==> src/logic/monitor_regs_pkg.sv <==
// Constants for the fault and status register slice
package monitor_regs_pkg;
  localparam int          DATA_W          = 8;
  localparam int          ADDR_W          = 8;
  localparam int          MEAS_N          = 4;
  localparam int          VIN_N           = 6;
  localparam logic [7:0]  ADDR_CH1_FAULT  = 8'h03;
  localparam logic [7:0]  ADDR_RESOLUTION = 8'h04;
  localparam logic [7:0]  ADDR_READY      = 8'h32;
  localparam logic [7:0]  ADDR_CH2_ALERT  = 8'h34;
  localparam logic [7:0]  RST_CH1_FAULT   = 8'h00;
  localparam logic [7:0]  RST_READY       = 8'h00;
  localparam logic [7:0]  RST_CH2_ALERT   = 8'h00;
  localparam logic        RST_RES_8BIT    = 1'b0;
  localparam int          RES_BIT         = 7;
  localparam int          CURRENT_CONVERTERS_READY_BIT  = 7;
  localparam int          VOLTAGE_CONVERTER_READY_BIT  = 6;
  localparam logic [7:0]  ZERO_BYTE       = 8'h00;
endpackage : monitor_regs_pkg

==> src/logic/monitor_fault_status_regs.sv <==
// Fault flags, resolution, ready status and alert enables of a monitor
//
// Notes on behaviour
// - Over-maximum events set odd fault bits
// - Under-minimum events set even fault bits
// - Fault flags clear to zero at reset
// - Fault register readable and writable by host
// - Resolution bit: one is 8-bit, zero 12-bit
// - Resolution bits six to zero read zero
// - Ready register read-only, cleared by read
// - Bit seven: both current converters ready
// - Bit six voltage ready, low bits name input
// - Bits five to zero map aux and supply inputs
// - Channel-two enables, one per comparison
// - Enables readable, writable, reset disabled
// - Clear-on-read control clears faults on read
`timescale 1ns/1ns
module monitor_fault_status_regs #(
  parameter int DATA_W = monitor_regs_pkg::DATA_W
) (
  input  wire logic                    I_CLK,
  input  wire logic                    I_RST,
  input  wire logic [7:0]              I_ADDR,
  input  wire logic                    I_WR,
  input  wire logic                    I_RD,
  input  wire logic [DATA_W-1:0]       I_WDATA,
  input  wire logic [3:0]              I_CH1_OVER,
  input  wire logic [3:0]              I_CH1_UNDER,
  input  wire logic                    I_CLEAR_ON_READ,
  input  wire logic                    I_CURRENT_CONVERTERS_READY,
  input  wire logic                    I_VOLTAGE_CONVERTER_READY,
  input  wire logic [5:0]              I_VOLTAGE_CONVERTER_INPUT,
  input  wire logic [DATA_W-1:0]       I_CH1_ALERT_EN,
  input  wire logic [DATA_W-1:0]       I_CH2_FAULT,
  output logic      [DATA_W-1:0]       O_RDATA,
  output logic                         O_RES_8BIT,
  output logic      [DATA_W-1:0]       O_CH1_FAULT,
  output logic      [DATA_W-1:0]       O_CH2_ALERT_EN,
  output logic                         O_ALERT
);
  typedef struct packed {
    logic [DATA_W-1:0] rdata;
    logic              res_8bit;
    logic [DATA_W-1:0] ch2_alert_en;
    logic              alert;
  } state_t;

  state_t            state_q;
  state_t            state_d;
  logic [DATA_W-1:0] fault_set;
  logic [DATA_W-1:0] fault_q;
  logic [DATA_W-1:0] ready_set;
  logic [DATA_W-1:0] ready_q;
  logic              fault_wr;
  logic              fault_clr;
  logic              ready_clr;

  if (DATA_W != monitor_regs_pkg::DATA_W) begin : g_width_check
    $error("monitor_fault_status_regs: DATA_W must be 8");
  end

  function automatic logic hit(input logic [7:0] addr,
                               input logic [7:0] target);
    hit = (addr == target);
  endfunction : hit

  ////////////////////////////////////////////////////////////////////////
  // Event mapping

  // Event index 3 is power, 0 is aux input one
  for (genvar g = 0; g < monitor_regs_pkg::MEAS_N; g++) begin : g_fault_map
    assign fault_set[2*g+1] = I_CH1_OVER[g];
    assign fault_set[2*g]   = I_CH1_UNDER[g];
  end

  always_comb begin
    ready_set = '0;
    ready_set[monitor_regs_pkg::CURRENT_CONVERTERS_READY_BIT] = I_CURRENT_CONVERTERS_READY;
    ready_set[monitor_regs_pkg::VOLTAGE_CONVERTER_READY_BIT] = I_VOLTAGE_CONVERTER_READY;
    // Input 0..5: supply one, supply two, aux one to four
    ready_set[monitor_regs_pkg::VIN_N-1:0] =
      I_VOLTAGE_CONVERTER_READY ? I_VOLTAGE_CONVERTER_INPUT : 6'h00;
  end

  assign fault_wr  = I_WR && hit(I_ADDR, monitor_regs_pkg::ADDR_CH1_FAULT);
  assign fault_clr = I_RD && I_CLEAR_ON_READ &&
                     hit(I_ADDR, monitor_regs_pkg::ADDR_CH1_FAULT);
  assign ready_clr = I_RD && hit(I_ADDR, monitor_regs_pkg::ADDR_READY);

  ////////////////////////////////////////////////////////////////////////
  // Flag banks

  sticky_flags #(
    .WIDTH     (DATA_W),
    .RST_VALUE (monitor_regs_pkg::RST_CH1_FAULT)
  ) fault_bank (
    .i_clk   (I_CLK),
    .i_rst   (I_RST),
    .i_set   (fault_set),
    .i_wr    (fault_wr),
    .i_wdata (I_WDATA),
    .i_clr   (fault_clr),
    .o_flags (fault_q)
  );

  sticky_flags #(
    .WIDTH     (DATA_W),
    .RST_VALUE (monitor_regs_pkg::RST_READY)
  ) ready_bank (
    .i_clk   (I_CLK),
    .i_rst   (I_RST),
    .i_set   (ready_set),
    .i_wr    (1'b0),
    .i_wdata (monitor_regs_pkg::ZERO_BYTE),
    .i_clr   (ready_clr),
    .o_flags (ready_q)
  );

  ////////////////////////////////////////////////////////////////////////
  // Registers, read data and alert

  always_comb begin
    state_d = state_q;
    if (I_WR && hit(I_ADDR, monitor_regs_pkg::ADDR_RESOLUTION)) begin
      state_d.res_8bit = I_WDATA[monitor_regs_pkg::RES_BIT];
    end
    if (I_WR && hit(I_ADDR, monitor_regs_pkg::ADDR_CH2_ALERT)) begin
      state_d.ch2_alert_en = I_WDATA;
    end
    if (I_RD) begin
      unique case (I_ADDR)
        monitor_regs_pkg::ADDR_CH1_FAULT: begin
          state_d.rdata = fault_q;
        end
        monitor_regs_pkg::ADDR_RESOLUTION: begin
          state_d.rdata = {state_q.res_8bit, 7'h00};
        end
        monitor_regs_pkg::ADDR_READY: begin
          state_d.rdata = ready_q;
        end
        monitor_regs_pkg::ADDR_CH2_ALERT: begin
          state_d.rdata = state_q.ch2_alert_en;
        end
        default: begin
          state_d.rdata = monitor_regs_pkg::ZERO_BYTE;
        end
      endcase
    end
    state_d.alert = |(fault_q & I_CH1_ALERT_EN) |
                    |(I_CH2_FAULT & state_q.ch2_alert_en);
  end

  always_ff @(posedge I_CLK) begin
    if (I_RST) begin
      state_q.rdata        <= monitor_regs_pkg::ZERO_BYTE;
      state_q.res_8bit     <= monitor_regs_pkg::RST_RES_8BIT;
      state_q.ch2_alert_en <= monitor_regs_pkg::RST_CH2_ALERT;
      state_q.alert        <= 1'b0;
    end else begin
      state_q <= state_d;
    end
  end

  assign O_RDATA        = state_q.rdata;
  assign O_RES_8BIT     = state_q.res_8bit;
  assign O_CH1_FAULT    = fault_q;
  assign O_CH2_ALERT_EN = state_q.ch2_alert_en;
  assign O_ALERT        = state_q.alert;
endmodule : monitor_fault_status_regs

==> src/logic/sticky_flags.sv <==
// Sticky flag register: hardware sets, host writes or clears
`timescale 1ns/1ns
module sticky_flags #(
  parameter int         WIDTH     = 8,
  parameter logic [7:0] RST_VALUE = 8'h00
) (
  input  wire logic             i_clk,
  input  wire logic             i_rst,
  input  wire logic [WIDTH-1:0] i_set,
  input  wire logic             i_wr,
  input  wire logic [WIDTH-1:0] i_wdata,
  input  wire logic             i_clr,
  output logic      [WIDTH-1:0] o_flags
);
  typedef struct packed {
    logic [WIDTH-1:0] flags;
  } state_t;

  state_t state_q;
  state_t state_d;

  if (WIDTH < 1 || WIDTH > 8) begin : g_width_check
    $error("sticky_flags: WIDTH must be 1 to 8");
  end

  always_comb begin
    state_d = state_q;
    if (i_wr) begin
      state_d.flags = i_wdata;
    end
    if (i_clr) begin
      state_d.flags = '0;
    end
    // Set wins over write and clear
    state_d.flags = state_d.flags | i_set;
  end

  always_ff @(posedge i_clk) begin
    if (i_rst) begin
      state_q.flags <= RST_VALUE[WIDTH-1:0];
    end else begin
      state_q <= state_d;
    end
  end

  assign o_flags = state_q.flags;
endmodule : sticky_flags

==> config.mk <==
export PLATFORM = sky130hd
export DESIGN_NAME = monitor_fault_status_regs
export DESIGN_NICKNAME = d
export VERILOG_FILES = /design/src/logic/monitor_regs_pkg.sv /design/src/logic/monitor_fault_status_regs.sv /design/src/logic/sticky_flags.sv
export SDC_FILE = /design/constraint.sdc
export NUM_CORES = 1
export LEC_CHECK = 0
export ABC_CLOCK_PERIOD_IN_PS = 1660
export BUFFER_PORTS_ARGS = -buffer_cell sky130_fd_sc_hd__buf_2
export CORE_AREA = 2 2 66 68
export DETAILED_ROUTE_END_ITERATION = 10
export DIE_AREA = 0 0 68 70
export GPL_ROUTABILITY_DRIVEN = 1
export PLACE_DENSITY_LB_ADDON = 0.15
export SKIP_CTS_REPAIR_TIMING = 1
export SYNTH_ARGS = -nofsm -noshare
export SYNTH_HDL_FRONTEND = slang
export SYNTH_SLANG_ARGS = --single-unit
==> constraint.sdc <==
create_clock -name I_CLK -period 1.66 [get_ports I_CLK]
set_input_delay 0.249 -clock I_CLK [delete_from_list [all_inputs] [get_ports I_CLK]]
set_output_delay 0.249 -clock I_CLK [all_outputs]
set_load 0.01 [all_outputs]
==> impl_metrics.py <==
metrics = {
    "outcome": {
        "status": "complete, no violations",
    },
    "floorplanning": {
        "die_h_um": 70,
        "placementRows": 24,
        "fp.dieW_um": 68,
        "die-area_um2": 4760,
        "core_um2": 4140,
        "start_util_pct": 37.8,
        "pin_count": 79,
    },
    "sta": {
        "fin_tns_setup_ns": 0,
        "final-hold-violation-count": 0,
        "setup_viol": 0,
        "post-route-period-util_pct": 92.4,
        "layout_setup_ws_ns": 0.127,
        "final_max_slew_viol_count": 0,
        "fin_skew_ns": 0.00510,
        "worstMarginPinSlew_ns": 0.586,
        "slew_headroom_pct": 60.8,
        "layout_min_cycle_time_ns": 1.53,
        "fmax_mhz": 652,
        "rsz0062_at_grt": "no",
    },
    "place": {
        "pre_cts_ws_ns": -0.166,
        "port_buffers": 78,
        "dpl.hpwl_um": 3490,
        "place_congestion": 0.910,
    },
    "power_and_ir_drop": {
        "power.leakage_uw": 0.00111,
        "ir_drop_uv": 435,
        "cellPowerDensity_nw_per_um2": 866,
    },
    "setup_path": {
        "startpoint_type": "input port",
        "r2r_cells": 4,
        "endpoint_kind": "flop",
        "r2r-end": "O_RDATA[7]",
        "arrival_ns": 1.70,
        "worstPathMaxFanout": 8,
        "worstPathRequired_ns": 1.83,
        "r2r_start": "O_RES_8BIT",
        "worstSetupPathType": "input port to flop",
        "rrSetupSlack_ns": 0.27,
    },
    "min_path": {
        "hold_class": "input port to flop",
        "holdPathEnd": "ready_bank.o_flags[7]",
        "holdPathStages": 3,
        "hold_start": "I_CURRENT_CONVERTERS_READY",
    },
    "detailed_routing": {
        "firstDrtPassIters": 4,
        "drt_iter0_drc": 40,
        "wl_per_cell_um": 14.5,
        "vias": 1578,
        "wirelength_um": 4490,
        "viasPerCell": 5.11,
        "route.detailed.drc": 0,
        "antenna_left": 0,
    },
    "logic_synthesis": {
        "synthArstFlopShare_pct": 0,
        "syn_nets": 221,
        "yosysWarnings": 0,
        "yosysSeqAreaShare_pct": 43.5,
        "syn-instance-count": 168,
        "syn_area_um2": 1570,
        "yosysUniqueCellTypes": 33,
        "ys_seq_elements": 34,
        "avgSynthCellArea_um2": 9.32,
        "synth_ff_type": "dfxtp_1",
        "synth_edf_count": 0,
    },
    "global_routing": {
        "grt_pass1_vias": 1431,
        "grt_max_degree": 22,
        "grt_pass1_wl_um": 6970,
        "antenna_found_initial": 0,
        "grt-ovfl-total": 0,
        "grt_usage_pct": 19.8,
    },
    "finish": {
        "final_cell_mix": "78 x buf_2, 34 x dfxtp_1, 24 x nor2_1",
        "mostFrequentLayoutCell": "buf_2",
        "drive_gt1_share_pct": 40.1,
        "num_antenna_cells": 0,
        "area_growth_pct": 39.2,
        "fin_nets": 309,
    },
    "clocking": {
        "cts_sinks": 34,
        "cts_tree": "yes",
        "numCtsBuffers": 5,
        "clk_latency_ns": 0.28,
        "clock-root-buffer": "clkbuf_8",
        "cts_buffer_depth": 2,
        "clk_pin_slew_ns": 0.07,
        "h-tree-depth": 2,
    },
    "job": {
        "maxCapViolations": 0,
    },
}
==> metal layers <==
layer,wire (µm),vias to the layer above,GRT usage [%],share of wire [%]
li1,-,810,-,-
met1,2210,708,28.4,49
met2,1900,50,27.9,42
met3,289,10,4.83,6.4
met4,80,0,8.22,1.8
met5,0,-,0,0
==> kinds of logic (layout without fill, tap and decap cells) <==
group	after synthesis	count (layout)	synth area share, %
buffers and inverters	18	107	4.88
AOI/OAI and AO/OA	51	51	24.3
DFF	34	34	43.5
muxes	17	17	10.9
and+or+nand+nor	48	48	16.5
==> synthesized netlist by cell type, types with 2 or more instances <==
library cell	number	share of area, %
clkbuf_1	8	1.9
o22ai_1	8	3.2
or3b_2	2	1.1
a21oi_1	3	0.96
nor3_1	3	0.96
nand2b_1	3	1.2
nand4_1	2	0.80
or4_1	2	0.96
a211oi_1	8	3.8
dfxtp_1	34	43
a221oi_1	3	1.7
nor2b_1	2	0.80
nor2_1	24	5.8
mux2i_1	17	11
inv_1	8	1.9
a22oi_1	15	7.2
a22o_1	10	5.6
==> through the flow <==
stage / hold slack (ns) / instances / instance area, µm² / util (%) / power, µW
after floorplan: 0.366 / 168 / 1570 / - / 1030
after global placement: 0.461 / 301 / 2070 / 50.0 / 1170
after detailed placement: 0.462 / 301 / 2070 / 50.0 / 1170
after CTS: 0.183 / 309 / 2180 / 52.6 / 1900
after global routing: 0.207 / 309 / 2180 / 52.6 / 1970
final: 0.177 / 309 / 2180 / 52.6 / 1890
==> flip-flops by register name, summed over array words and instances, names as in the netlist <==
register / cells
O_ALERT: 1
O_CH2_ALERT_EN: 8
O_RDATA: 8
O_RES_8BIT: 1
fault_bank.o_flags: 8
ready_bank.o_flags: 8
==> power breakdown <==
part           internal (µW)  leakage (µW)  switching (µW)
clock                    449     0.0000524             282
combinational            134      0.000776             126
sequential               859      0.000280            34.8
total                   1440       0.00111             443
==> worst max path at each step <==
stage                       endpoint  slack [ns]      start
5_1_grt        fault_bank.o_flags[2]        0.07  I_ADDR[5]
3_3_place_gp   fault_bank.o_flags[4]       -0.14  I_ADDR[5]
6_report       fault_bank.o_flags[4]        0.13  I_ADDR[5]
3_5_place_dp   fault_bank.o_flags[4]       -0.17  I_ADDR[5]
4_1_cts        fault_bank.o_flags[4]        0.14  I_ADDR[5]
2_1_floorplan  fault_bank.o_flags[1]        0.02  I_ADDR[5]
==> final cells by class <==
| class | count | area, µm² |
|---|---|---|
| well taps | 52 | 65.1 |
| flip-flops and latches | 34 | 681 |
| clock inverters | 1 | 30.0 |
| fillers | 411 | 1970 |
| clock buffers | 7 | 76.3 |
| repair buffers | 91 | 488 |
| multi-input cells | 116 | 808 |
| inverters | 8 | 30.0 |
==> worst max-delay path: stages <==
cell	delay, ns
buf_2	0.10
or3b_1	0.38
or4_1	0.52
buf_4	0.21
mux2i_1	0.16
o22ai_1	0.08
No activity file was read; power rests on OpenSTA's default activity.
